File: config.mk
export PLATFORM = sky130hd
export DESIGN_NAME = flash_host
export DESIGN_NICKNAME = d
export VERILOG_FILES = /design/src/common/flash_host_pkg.sv /design/src/logic/flash_host.sv
export SDC_FILE = /design/constraint.sdc
export NUM_CORES = 1
export LEC_CHECK = 0
export BUFFER_PORTS_ARGS = -buffer_cell sky130_fd_sc_hd__buf_2
export CAP_MARGIN = 10
export CORE_MARGIN = 1
export CORE_UTILIZATION = 40
export CTS_CLUSTER_DIAMETER = 100
export DETAILED_ROUTE_END_ITERATION = 8
export GPL_TIMING_DRIVEN = 1
export PLACE_DENSITY = 0.65
export SLEW_MARGIN = 40
export SYNTH_ARGS = -nofsm -noshare
export SYNTH_HDL_FRONTEND = slang
export SYNTH_SLANG_ARGS = --single-unit
File: constraint.sdc
create_clock -name CLK -period 3.16 [get_ports CLK]
set_input_delay 0.316 -clock CLK [delete_from_list [all_inputs] [get_ports CLK]]
set_output_delay 0.316 -clock CLK [all_outputs]
set_load 0.05 [all_outputs]
File: src/common/flash_host_pkg.sv
package flash_host_pkg;
  localparam int ADDR_W = 21;
  localparam int DATA_W = 8;
  localparam int SECT_W = 5;
  // clock rate and bus timing
  localparam int CLK_NS = 100;
  localparam int T_ACC_NS = 120;   // access time, chip select or address to data
  localparam int T_WP_NS = 50;     // least write strobe low time
  localparam int T_RP_NS = 500;    // least reset pulse
  localparam int T_RH_NS = 50;     // reset high to first access
  localparam logic [3:0] ACC_CYC = 4'((T_ACC_NS + CLK_NS - 1) / CLK_NS);
  localparam logic [3:0] WP_CYC = 4'((T_WP_NS + CLK_NS - 1) / CLK_NS);
  localparam logic [3:0] RP_CYC = 4'((T_RP_NS + CLK_NS - 1) / CLK_NS);
  localparam logic [3:0] RH_CYC = 4'((T_RH_NS + CLK_NS - 1) / CLK_NS);
  // protect and unprotect address pattern bits
  localparam int A0_POS = 0;
  localparam int A1_POS = 1;
  localparam int A6_POS = 6;
  localparam int SECT_LSB = 16;
  localparam logic [3:0] CNT_ZERO = 4'h0;
  localparam logic [3:0] CNT_ONE = 4'h1;

  // user request kinds
  typedef enum logic [2:0] {
    OP_READ = 3'h0,
    OP_WRITE = 3'h1,
    OP_RESET = 3'h2,
    OP_PROTECT = 3'h3,
    OP_UNPROTECT = 3'h4
  } op_t;

  // gray coded sequencer, usual path idle->setup->strobe->hold->idle
  typedef enum logic [2:0] {
    ST_IDLE = 3'b000,
    ST_SETUP = 3'b001,
    ST_STROBE = 3'b011,
    ST_HOLD = 3'b010,
    ST_RESET = 3'b110,
    ST_RECOVER = 3'b111
  } state_t;

  typedef struct packed {
    op_t op;
    logic [ADDR_W-1:0] addr;
    logic [DATA_W-1:0] data;
  } req_t;

  typedef struct packed {
    logic ce_n;
    logic oe_n;
    logic we_n;
    logic reset_n;
    logic vid_en;    // reset pin at elevated voltage level
  } strobe_t;

  typedef struct packed {
    state_t st;
    logic [3:0] cnt;
    req_t req;
    strobe_t pins;
    logic [ADDR_W-1:0] addr;
    logic [DATA_W-1:0] dout;
    logic doe;
    logic [DATA_W-1:0] rdata;
    logic done;
    logic busy;
    logic was_standby;
  } host_state_t;
endpackage

File: src/logic/flash_host.sv
`timescale 1ns/1ps
// What this block does
// - read: select and output enable low, write high
// - write: select and write low, output high
// - wait full select access time after standby
// - protect: strobes, elevated reset, A6 low A1 high A0 low
// - unprotect: same, but A6 high
module flash_host (
  // clock and reset
  input wire logic CLK,
  input wire logic NRST,
  // user request
  input wire logic REQ_VALID,
  input flash_host_pkg::req_t REQ,
  output logic REQ_READY,
  output logic DONE,
  output logic [flash_host_pkg::DATA_W-1:0] RDATA,
  output logic BUSY,
  // flash pins
  output flash_host_pkg::strobe_t PINS,
  output logic [flash_host_pkg::ADDR_W-1:0] ADDRESS_BUS,
  input wire logic [flash_host_pkg::DATA_W-1:0] DATA_BUS_IN,
  output logic [flash_host_pkg::DATA_W-1:0] DATA_BUS_OUT,
  output logic DATA_BUS_OE,
  input wire logic READY_BUSY_N
);
  import flash_host_pkg::*;

  host_state_t s_r;
  host_state_t s_nxt;
  localparam strobe_t PINS_IDLE = '{ce_n: 1'b1, oe_n: 1'b1, we_n: 1'b1, reset_n: 1'b1, vid_en: 1'b0};

  // next state of the whole sequencer
  always_comb begin
    s_nxt = s_r;
    s_nxt.done = 1'b0;
    s_nxt.busy = ~READY_BUSY_N;
    case (s_r.st)
      ST_IDLE: begin
        if (REQ_VALID) begin
          s_nxt.req = REQ;
          s_nxt.addr = REQ.addr;    // sector select bits pass through untouched
          s_nxt.cnt = CNT_ZERO;
          if (REQ.op == OP_RESET) begin
            s_nxt.pins = PINS_IDLE;
            s_nxt.pins.reset_n = 1'b0;
            s_nxt.doe = 1'b0;
            s_nxt.st = ST_RESET;
          end else begin
            // address first, data drives for every op but read, select low, strobes still high
            s_nxt.pins = PINS_IDLE;
            s_nxt.pins.ce_n = 1'b0;
            if (REQ.op == OP_PROTECT || REQ.op == OP_UNPROTECT) begin
              s_nxt.pins.vid_en = 1'b1;
              s_nxt.addr[A6_POS] = (REQ.op == OP_UNPROTECT);
              s_nxt.addr[A1_POS] = 1'b1;
              s_nxt.addr[A0_POS] = 1'b0;
            end
            s_nxt.doe = (REQ.op != OP_READ);
            s_nxt.dout = REQ.data;
            s_nxt.st = ST_SETUP;
          end
        end
      end
      ST_SETUP: begin
        if (s_r.req.op == OP_READ) begin
          s_nxt.pins.oe_n = 1'b0;
          s_nxt.pins.we_n = 1'b1;
          s_nxt.doe = 1'b0;
          // coming out of standby needs full select access time
          s_nxt.cnt = ACC_CYC;
        end else begin
          s_nxt.pins.we_n = 1'b0;
          s_nxt.pins.oe_n = 1'b1;
          s_nxt.cnt = WP_CYC;
        end
        s_nxt.st = ST_STROBE;
      end
      ST_STROBE: begin
        if (s_r.cnt > CNT_ONE) begin
          s_nxt.cnt = s_r.cnt - CNT_ONE;
        end else begin
          if (s_r.req.op == OP_READ) begin
            s_nxt.rdata = DATA_BUS_IN;
          end
          s_nxt.pins.oe_n = 1'b1;
          s_nxt.pins.we_n = 1'b1;    // data taken on this rising edge
          s_nxt.st = ST_HOLD;
        end
      end
      ST_HOLD: begin
        // release select: device finishes any embedded work on its own
        s_nxt.pins = PINS_IDLE;
        s_nxt.doe = 1'b0;
        s_nxt.done = 1'b1;
        s_nxt.st = ST_IDLE;
      end
      ST_RESET: begin
        if (s_r.cnt < RP_CYC) begin
          s_nxt.cnt = s_r.cnt + CNT_ONE;
        end else begin
          s_nxt.pins.reset_n = 1'b1;    // device back in read array
          s_nxt.cnt = CNT_ZERO;
          s_nxt.st = ST_RECOVER;
        end
      end
      ST_RECOVER: begin
        // wait reset recovery and for ready busy to rise
        if (s_r.cnt < RH_CYC) begin
          s_nxt.cnt = s_r.cnt + CNT_ONE;
        end else if (READY_BUSY_N) begin
          s_nxt.done = 1'b1;
          s_nxt.st = ST_IDLE;
        end
      end
      default: begin
        s_nxt.st = ST_IDLE;
      end
    endcase
  end

  // register the state, reset idles all pins with the device reset pin high
  always_ff @(posedge CLK) begin
    if (!NRST) begin
      s_r.st <= ST_IDLE;
      s_r.cnt <= CNT_ZERO;
      s_r.req <= '0;
      s_r.pins <= PINS_IDLE;
      s_r.addr <= '0;
      s_r.dout <= '0;
      s_r.doe <= 1'b0;
      s_r.rdata <= '0;
      s_r.done <= 1'b0;
      s_r.busy <= 1'b0;
      s_r.was_standby <= 1'b1;
    end else begin
      s_r <= s_nxt;
    end
  end

  // outputs straight from flops, REQ_READY decoded from the state
  assign PINS = s_r.pins;
  assign ADDRESS_BUS = s_r.addr;
  assign DATA_BUS_OUT = s_r.dout;
  assign DATA_BUS_OE = s_r.doe;
  assign RDATA = s_r.rdata;
  assign DONE = s_r.done;
  assign BUSY = s_r.busy;
  assign REQ_READY = (s_r.st == ST_IDLE);
endmodule // flash_host

==> results of run 1 <==
[layout make-up]
class	instances	area [um2]	share of cell area [%]
clock inverter	1	8.76	0.289
multi-input combinational	210	1240	41.1
sequential	55	1100	36.3
tap	77	96.3	3.18
inverter	8	30.0	0.991
clock buffer	7	86.3	2.85
timing repair buffer	91	463	15.3
[worst max-delay path: stages, from the launching register on]
cell	delay, ns
dfxtp_1	0.72
inv_1	0.23
a211oi_2	0.46
nand4_1	0.15
a221oi_1	0.29
o21a_1	0.16
[layout by cell type (no fill, tap or decap), drive strengths merged, types with 3 or more instances in the layout]
cell    count
buf        91
nand2      69
dfxtp      55
a21boi     30
o21ai      15
a21oi      14
nor2       11
nor2b      10
mux2i       9
inv         8
nor3        7
clkbuf      7
a31oi       4
o32ai       3
and2        3
nand4       3
ha          3
[registers in the layout, summed over array words and instances (netlist names)]
| register | count |
|---|---|
| ADDRESS_BUS | 3 |
| BUSY | 1 |
| DATA_BUS_OE | 1 |
| DATA_BUS_OUT | 8 |
| DONE | 1 |
| PINS | 5 |
| RDATA | 8 |
| s_r | 28 |
[per-layer routing]
metal  vias to the layer above  GRT usage [%]  share of wire, %
li1                       1165              -                 -
met2                        86           30.2                47
met4                         0           3.24              0.65
met1                      1020           20.5                45
met3                         5           4.86               8.2
met5                         -              0                 0
[cell usage after synthesis (all sizes together) (2+ instances only)]
master	instances	area, um2
nand2b	2	12.5
and3	2	12.5
o22ai	2	12.5
o32ai	3	26.3
inv	8	30.0
nor3	7	46.3
dfxtp	55	1100
a221oi	2	17.5
and2	3	18.8
a31oi	4	25.0
nor2b	10	62.6
nand3b	2	15.0
mux2i	9	90.1
clkbuf	11	41.3
nand2	69	259
o21ai	15	75.1
nand3	2	10.0
o211ai	2	15.0
ha	3	37.5
a21boi	30	225
buf	50	355
a22oi	2	15.0
nand4	3	18.8
a211oi	2	20.0
nor2	11	41.3
a21oi	14	88.8
[how the worst max path moves through the flow]
stage | cells past startpoint | slack [ns] | endpoint | startpoint
global placement | 5 | 0.74 | PINS[4] | s_r[82]
floorplan | 3 | 1.13 | REQ_READY | s_r[84]
finish | 5 | 1.10 | s_r[81] | s_r[82]
CTS | 5 | 1.10 | PINS[4] | s_r[82]
global route | 5 | 0.83 | DATA_BUS_OUT[7] | s_r[82]
detailed placement | 5 | 1.12 | DATA_BUS_OUT[5] | s_r[82]
[through the flow]
stage                     setup slack (ns)  hold WS (ns)  instances  cell area [um2]  total power [uW]
final                                 1.10         0.187        449             3030              1800
after global routing                 0.825         0.174        449             3030              1910
after CTS                             1.10         0.180        449             3030              1820
after detailed placement              1.12         0.445        441             2930              1410
after global placement               0.741         0.438        441             2930              1400
after floorplan                       1.13         0.388        334             2770              1340
[kinds of logic after synthesis]
| family | count (synthesis) |
|---|---|
| compound gates | 84 |
| fa+ha+maj | 3 |
| buf+inv | 69 |
| flops | 55 |
| mux | 9 |
| simple gates | 114 |
[power by group through the flow]
stage / clock (uW) / sequential [uW] / combinational (uW)
finish: 406 / 810 / 584
global route: 449 / 820 / 637
CTS: 420 / 810 / 588
detailed placement: 0 / 825 / 587
global placement: 0 / 823 / 578
floorplan: 0 / 814 / 526
==> metrics.txt, run 1 <==
Chip Width ~85 um; combinational share of power between 30% and 40%; Final Max Slew Viols 0; final hold vios 0; I/O Pins 90; switching portion of total power between 30% and 40%; clk root buf clkbuf_8; synthesized area per cell 8.29 um2; HP Class in -> reg; max_cap viols 0; Final HPWL DP ~4200 um; clk_skew around 0.0086 ns; EDFF count, synth 0; DRC Markers 0; Hold Path Origin READY_BUSY_N; WP data arrival 2.31 ns; Die Footprint around 7300 um2; worst skew pair latency 0.31 ns; hold depth 2; postcts setup bufs 0; Routed wire per std cell around 13 um; synth unique cells 44; share of post-route cells with drive strength above 1 approximately 28%; fin crit period 2.06 ns; initial DRC count roughly 160; PD cells 594 nW/um2; async set-or-reset flop fraction in the synthesized netlist 0%; reg2reg path depth 5; Worst Setup Start Kind flop; Crit Path Class reg -> reg; slew margin rel. between 50% and 60%; Area Growth Syn to Fin 9.35%; P_int approximately 1100 uW; drt total wl a little under 6000 um; largest fanout on the critical path 19; CTS buffer count 5; Fillers slightly below 700; Antenna Violating Nets Remaining 0; nets@finish 418; Mapped Area 2770 um2; # port buffers a little under 90; final setup violation count 0; Post-Synth Simple-Gate Area 19.0%; initial core utilization 42.4%; cts hold-fix bufs 0; GPL Wtd Cong roughly 0.83; syn_nets approximately 380; post-synthesis mux area share about 3.3%; Worst EP required between 3 and 4 ns; sequential area share after synthesis roughly two fifths; fin util 46.4%; Leak 0.00127 uW; core area 6530 um2; yosys warns 0; Flop pwr share between 40 and 50%; Post-Synth Adder-Cell Area 1.36%; Min-Delay Endpoint BUSY; setup TNS 0 ns; Clock Power Share ~23%; R2R setup slack around 1.1 ns; GR Util All Layers 17.0%; clock sinks 55; Via Count ~2,300; DRT Pass-1 Iters 4; Worst setup EP type flop; diode count 0; CTS tree yes; xor and xnor fraction of the mapped netlist area 0%; first-pass GRT wire length between 9000 and 10,000 um; Cells after Synth between 300 and 400; number of global-route vias before repair roughly 2,200; Seq cells post-synth 55; fmax approximately 490 MHz; period utilisation layout between 60% and 70%; clock tree buffer depth 2; Worst-Margin Slew slightly above 0.6 ns; Synth Area in Compound Gates 21.2%; RSZ-0062 raised after global routing false; H-tree depth 2; clock slew at reported path FFs approximately 0.090 ns; R2R Path End s_r[81]; r2r startpoint s_r[82]; status finished, final reports clean; Top FF cell, synth dfxtp_1; FP Rows 29; vias per cell about 5.1; VDD IR-drop max between 0.0002 and 0.0003 V; antenna violations before repair 0; DIE HEIGHT between 80 and 90 um; pin count of the biggest net entering global routing 56; largest family of logic cells by synthesized area compound AO/OA/AOI/OAI gates; CTS-repair resized insts 0; P_sw approximately 700 uW; total global routing overflow 0
Power figures use the tool's default switching activity.
==> inputs of run 2 (changes only) <==
- clock period: 3.16 -> 2.04 ns (I/O delays scaled with it)
==> metrics.txt, run 2 (same netlist as run 1, synthesis figures left out) <==
status finished, final reports clean; P_int 1730 uW; Worst Setup Start Kind flop; slew margin rel. ~67%; antenna violations before repair 0; Worst-Margin Slew slightly below 0.5 ns; fin crit period between 1.5 and 2 ns; diode count 0; share of post-route cells with drive strength above 1 a little under a third; clk root buf clkbuf_8; max_cap viols 0; clock tree buffer depth 2; Chip Width around 85 um; clock sinks 55; Via Count ~2,300; Final Max Slew Viols 0; Clock Power Share approximately 23%; commonest non-fill, non-tap cells in the layout buf_2, nand2_1, dfxtp_1; GR Util All Layers between 15 and 20%; postcts setup bufs 0; drt total wl around 6000 um; DRT Pass-1 Iters 4; nets@finish between 400 and 500; final hold vios 0; clk_skew around 0.0075 ns; total global routing overflow 0; number of global-route vias before repair around 2,200; CTS buffer count 5; setup TNS 0 ns; final setup violation count 0; pin count of the biggest net entering global routing 32; initial core utilization 42.4%; DRC Markers 0; HP Class in -> reg; Worst setup EP type flop; combinational share of power around a third; DIE HEIGHT approximately 85 um; Largest register FFs 28; Leak 0.00132 uW; commonest non-fill, non-tap cell in the layout buf_2; first-pass GRT wire length about 9800 um; I/O Pins 90; largest fanout on the critical path 7; PD cells approximately 900 nW/um2; H-tree depth 2; VDD IR-drop max around 0.00043 V; # port buffers between 80 and 90; initial DRC count around 140; GPL Wtd Cong 0.797; worst skew pair latency about 0.31 ns; WP data arrival 2.16 ns; FP Rows 29; Final HPWL DP 4360 um; Worst EP required around 2.3 ns; Final Cell Area around 3100 um2; Cell Area, Placed between 2000 and 3000 um2; clock slew at reported path FFs about 0.10 ns; Flop pwr share ~44%; fmax between 500 and 600 MHz; Area Growth Syn to Fin 11.6%; period utilisation layout slightly above 90%; Die Footprint between 7000 and 8000 um2; vias per cell between 5 and 6; switching portion of total power 38.8%; RSZ-0062 raised after global routing false; Antenna Violating Nets Remaining 0; Crit Path Class reg -> reg; Routed wire per std cell 13.1 um; Reg with most FFs s_r; core area between 6000 and 7000 um2; P_sw between 1000 and 1500 uW; CTS tree yes; Fillers 657
[run 2: cell types whose count changed in the layout (fill, tap and decap cells not counted)]
cell,previous run,this run
ha_2,0,1
buf_2,88,89
inv_6,0,1
ha_1,3,2
buf_4,3,11
clkbuf_1,1,0
clkinv_4,1,0
and3_2,1,0
and3_1,1,2
[run 2: final timing paths]
kind / slack [ns] / depth (start not counted) / startpoint / to
worst max-delay path: 0.14 / 7 / s_r[78] / s_r[80]
worst min-delay path: 0.06 / 2 / READY_BUSY_N / BUSY
worst max register to register: 0.14 / 7 / s_r[78] / s_r[80]
worst min register to register: 0.46 / 2 / s_r[70] / s_r[70]
[run 2: cell type report]
cell class	count	area [um2]	area share (%)
multi-input combinational	210	1240	40.3
clock buffer	6	82.6	2.67
tap	77	96.3	3.12
timing repair buffer	100	528	17.1
clock inverter	1	8.76	0.283
inverter	8	30.0	0.971
sequential	55	1100	35.6
[run 2: stage by stage]
| step | total power [uW] | hold WS, ns | setup WS (ns) | instances | util (%) |
|---|---|---|---|---|---|
| after CTS | 2860 | 0.0519 | 0.0855 | 457 | 47.3 |
| after global placement | 2210 | 0.387 | 0.159 | 450 | 45.9 |
| after detailed placement | 2220 | 0.390 | 0.110 | 450 | 45.9 |
| after floorplan | 2070 | 0.276 | 0.119 | 334 | - |
| final | 2830 | 0.0606 | 0.138 | 457 | 47.3 |
| after global routing | 2990 | 0.0680 | 0.00465 | 457 | 47.3 |
[run 2: worst max-delay path, stage by stage (launching register included)]
cell and delay [ns]:
dfxtp_1 0.38, inv_1 0.10, ha_2 0.25, or3b_4 0.41, a21oi_4 0.20, a21oi_2 0.09
o32ai_1 0.27, and2_1 0.15
[run 2: repair_timing]
item                       4_1_cts  5_1_grt
hold buffers                     0        0
setup endpoints to repair        0        2
resized for setup                0        1
[run 2: routing by layer]
metal	GRT usage (%)	routed length, um	up-vias
met2	29.6	2870	74
met4	5.55	36	0
li1	-	-	1180
met3	4.67	390	4
met5	0	0	-
met1	19.7	2690	1090
[run 2: power groups by stage]
stage / Combinational (uW) / Sequential, uW / Clock [uW]
after floorplan: 814 / 1260 / 0
after global placement: 953 / 1260 / 0
after detailed placement: 959 / 1260 / 0
after CTS: 961 / 1240 / 659
after global routing: 1040 / 1250 / 696
final: 956 / 1240 / 637
==> inputs of run 3 (changes only) <==
- BUFFER_PORTS_ARGS: -buffer_cell sky130_fd_sc_hd__buf_2 -> default
- DONT_BUFFER_PORTS: default -> 1
- PLACE_DENSITY: 0.65 -> default
==> metrics.txt, run 3 (same netlist as run 1, synthesis figures left out) <==
status finished, final reports clean; final setup violation count 0; combinational share of power between 15 and 20%; setup TNS 0 ns; Area Growth Syn to Fin -4.07%; HP Class in -> reg; Crit Path Class reg -> reg; Final HPWL DP 3940 um; Worst EP required approximately 2.3 ns; CTS buffer count 5; RSZ-0062 raised after global routing false; Fillers 672; Worst Setup Start Kind flop; Inst Count DP around 360; Clock Power Share 25.5%; GR Util All Layers 16.0%; critical path endpoint s_r[80]; commonest non-fill, non-tap cell in the layout nand2_1; Die Footprint 7260 um2; initial core utilization a little over two fifths; antenna violations before repair 0; fmax 517 MHz; postcts setup bufs 0; Largest register FFs 28; CTS-repair resized insts 0; DIE HEIGHT 85.2 um; diode count 0; clk_skew 0.00374 ns; worst skew pair latency 0.30 ns; vias per cell 5.53; WP data arrival ~2.2 ns; first-pass GRT wire length roughly 9200 um; R2R Path End s_r[80]; GPL Wtd Cong a little over 0.8; Worst setup EP type flop; Final Max Slew Viols 0; Worst-Margin Slew about 0.54 ns; met1 Usage GRT 19.2%; Via Count between 2,000 and 2,500; reg2reg path depth 7; Leak 0.000917 uW; r2r startpoint s_r[79]; core area between 6000 and 7000 um2; share of post-route cells with drive strength above 1 around 7.6%; Routed wire per std cell 15.7 um; slew margin rel. a little under two thirds; GRT Max-Usage Layer met2; number of global-route vias before repair 1,907; Chip Width 85.2 um; period utilisation layout 94.9%; total global routing overflow 0; H-tree depth 2; CP Launch Point s_r[79]; switching portion of total power 37.6%; clock tree buffer depth 2; initial DRC count 139; clock sinks between 50 and 60; FP Rows 29; largest fanout on the critical path 7; commonest non-fill, non-tap cells in the layout nand2_1, dfxtp_1, a21boi_0; fin util just over 40%; Antenna Violating Nets Remaining 0; fin crit period around 1.9 ns; DRT Pass-1 Iters 4; I/O Pins 90; # port buffers 0; Hold Path Origin NRST; Reg with most FFs s_r; Flop pwr share 56.5%; max_cap viols 0; drt total wl 5770 um; P_sw between 1000 and 1500 uW; DRC Markers 0; nets@finish roughly 340; met2 Track Usage GR 26.6%; GRT met3 Usage between 5 and 6%; clock slew at reported path FFs about 0.09 ns; P_int 1730 uW; PD cells 1040 nW/um2; Finished Layout Cells approximately 370; VDD IR-drop max around 0.00045 V; final hold vios 0; R2R setup slack approximately 0.10 ns; CTS tree yes; pin count of the biggest net entering global routing 53; clk root buf clkbuf_8
## run 3: area by class of cell
type | instances | area (um2) | area share (%)
multi-input combinational | 210 | 1250 | 46.9
clock inverter | 1 | 30.0 | 1.13
sequential | 55 | 1100 | 41.4
tap | 77 | 96.3 | 3.63
inverter | 8 | 30.0 | 1.13
timing repair buffer | 10 | 80.1 | 3.01
clock buffer | 6 | 72.6 | 2.73
## run 3: layer usage
| layer | up-vias | routed length [um] |
|---|---|---|
| met5 | - | 0 |
| met4 | 0 | 46 |
| met3 | 4 | 487 |
| met2 | 84 | 2660 |
| met1 | 947 | 2570 |
| li1 | 996 | - |
## run 3: worst min-delay path by stage
stage | to | cells after the start
floorplan | BUSY | 1
global placement | PINS[3] | 1
detailed placement | PINS[2] | 1
CTS | s_r[79] | 1
global route | s_r[78] | 1
finish | s_r[79] | 1
## run 3: through the flow
step                total power [uW]  hold slack, ns  setup WS, ns  area (um2)
finish                          2770          0.0220         0.105        2660
global route                    2920         0.00950        0.0222        2660
CTS                             2810         0.00717         0.128        2660
detailed placement              2090           0.276         0.155        2530
global placement                2070           0.274         0.184        2530
floorplan                       2070           0.276         0.119        2770
## run 3: what timing repair did
item / CTS / global route
hold buffers: 2 / 0
hold endpoints to repair: 5 / 0
setup endpoints to repair: 0 / 0
## run 3: worst max-delay path, cell delays in order (launching register included)
cell	delay [ns]
dfxtp_1	0.37
inv_1	0.11
ha_1	0.26
or3b_4	0.43
a21oi_4	0.22
a21oi_2	0.08
o32ai_1	0.26
and2_1	0.15
## run 3: power groups by stage
stage,Clock (uW),Combinational (uW),Sequential [uW]
after CTS,742,497,1570
after global placement,0,479,1590
final,708,498,1570
after global routing,778,562,1580
after detailed placement,0,492,1590
after floorplan,0,814,1260
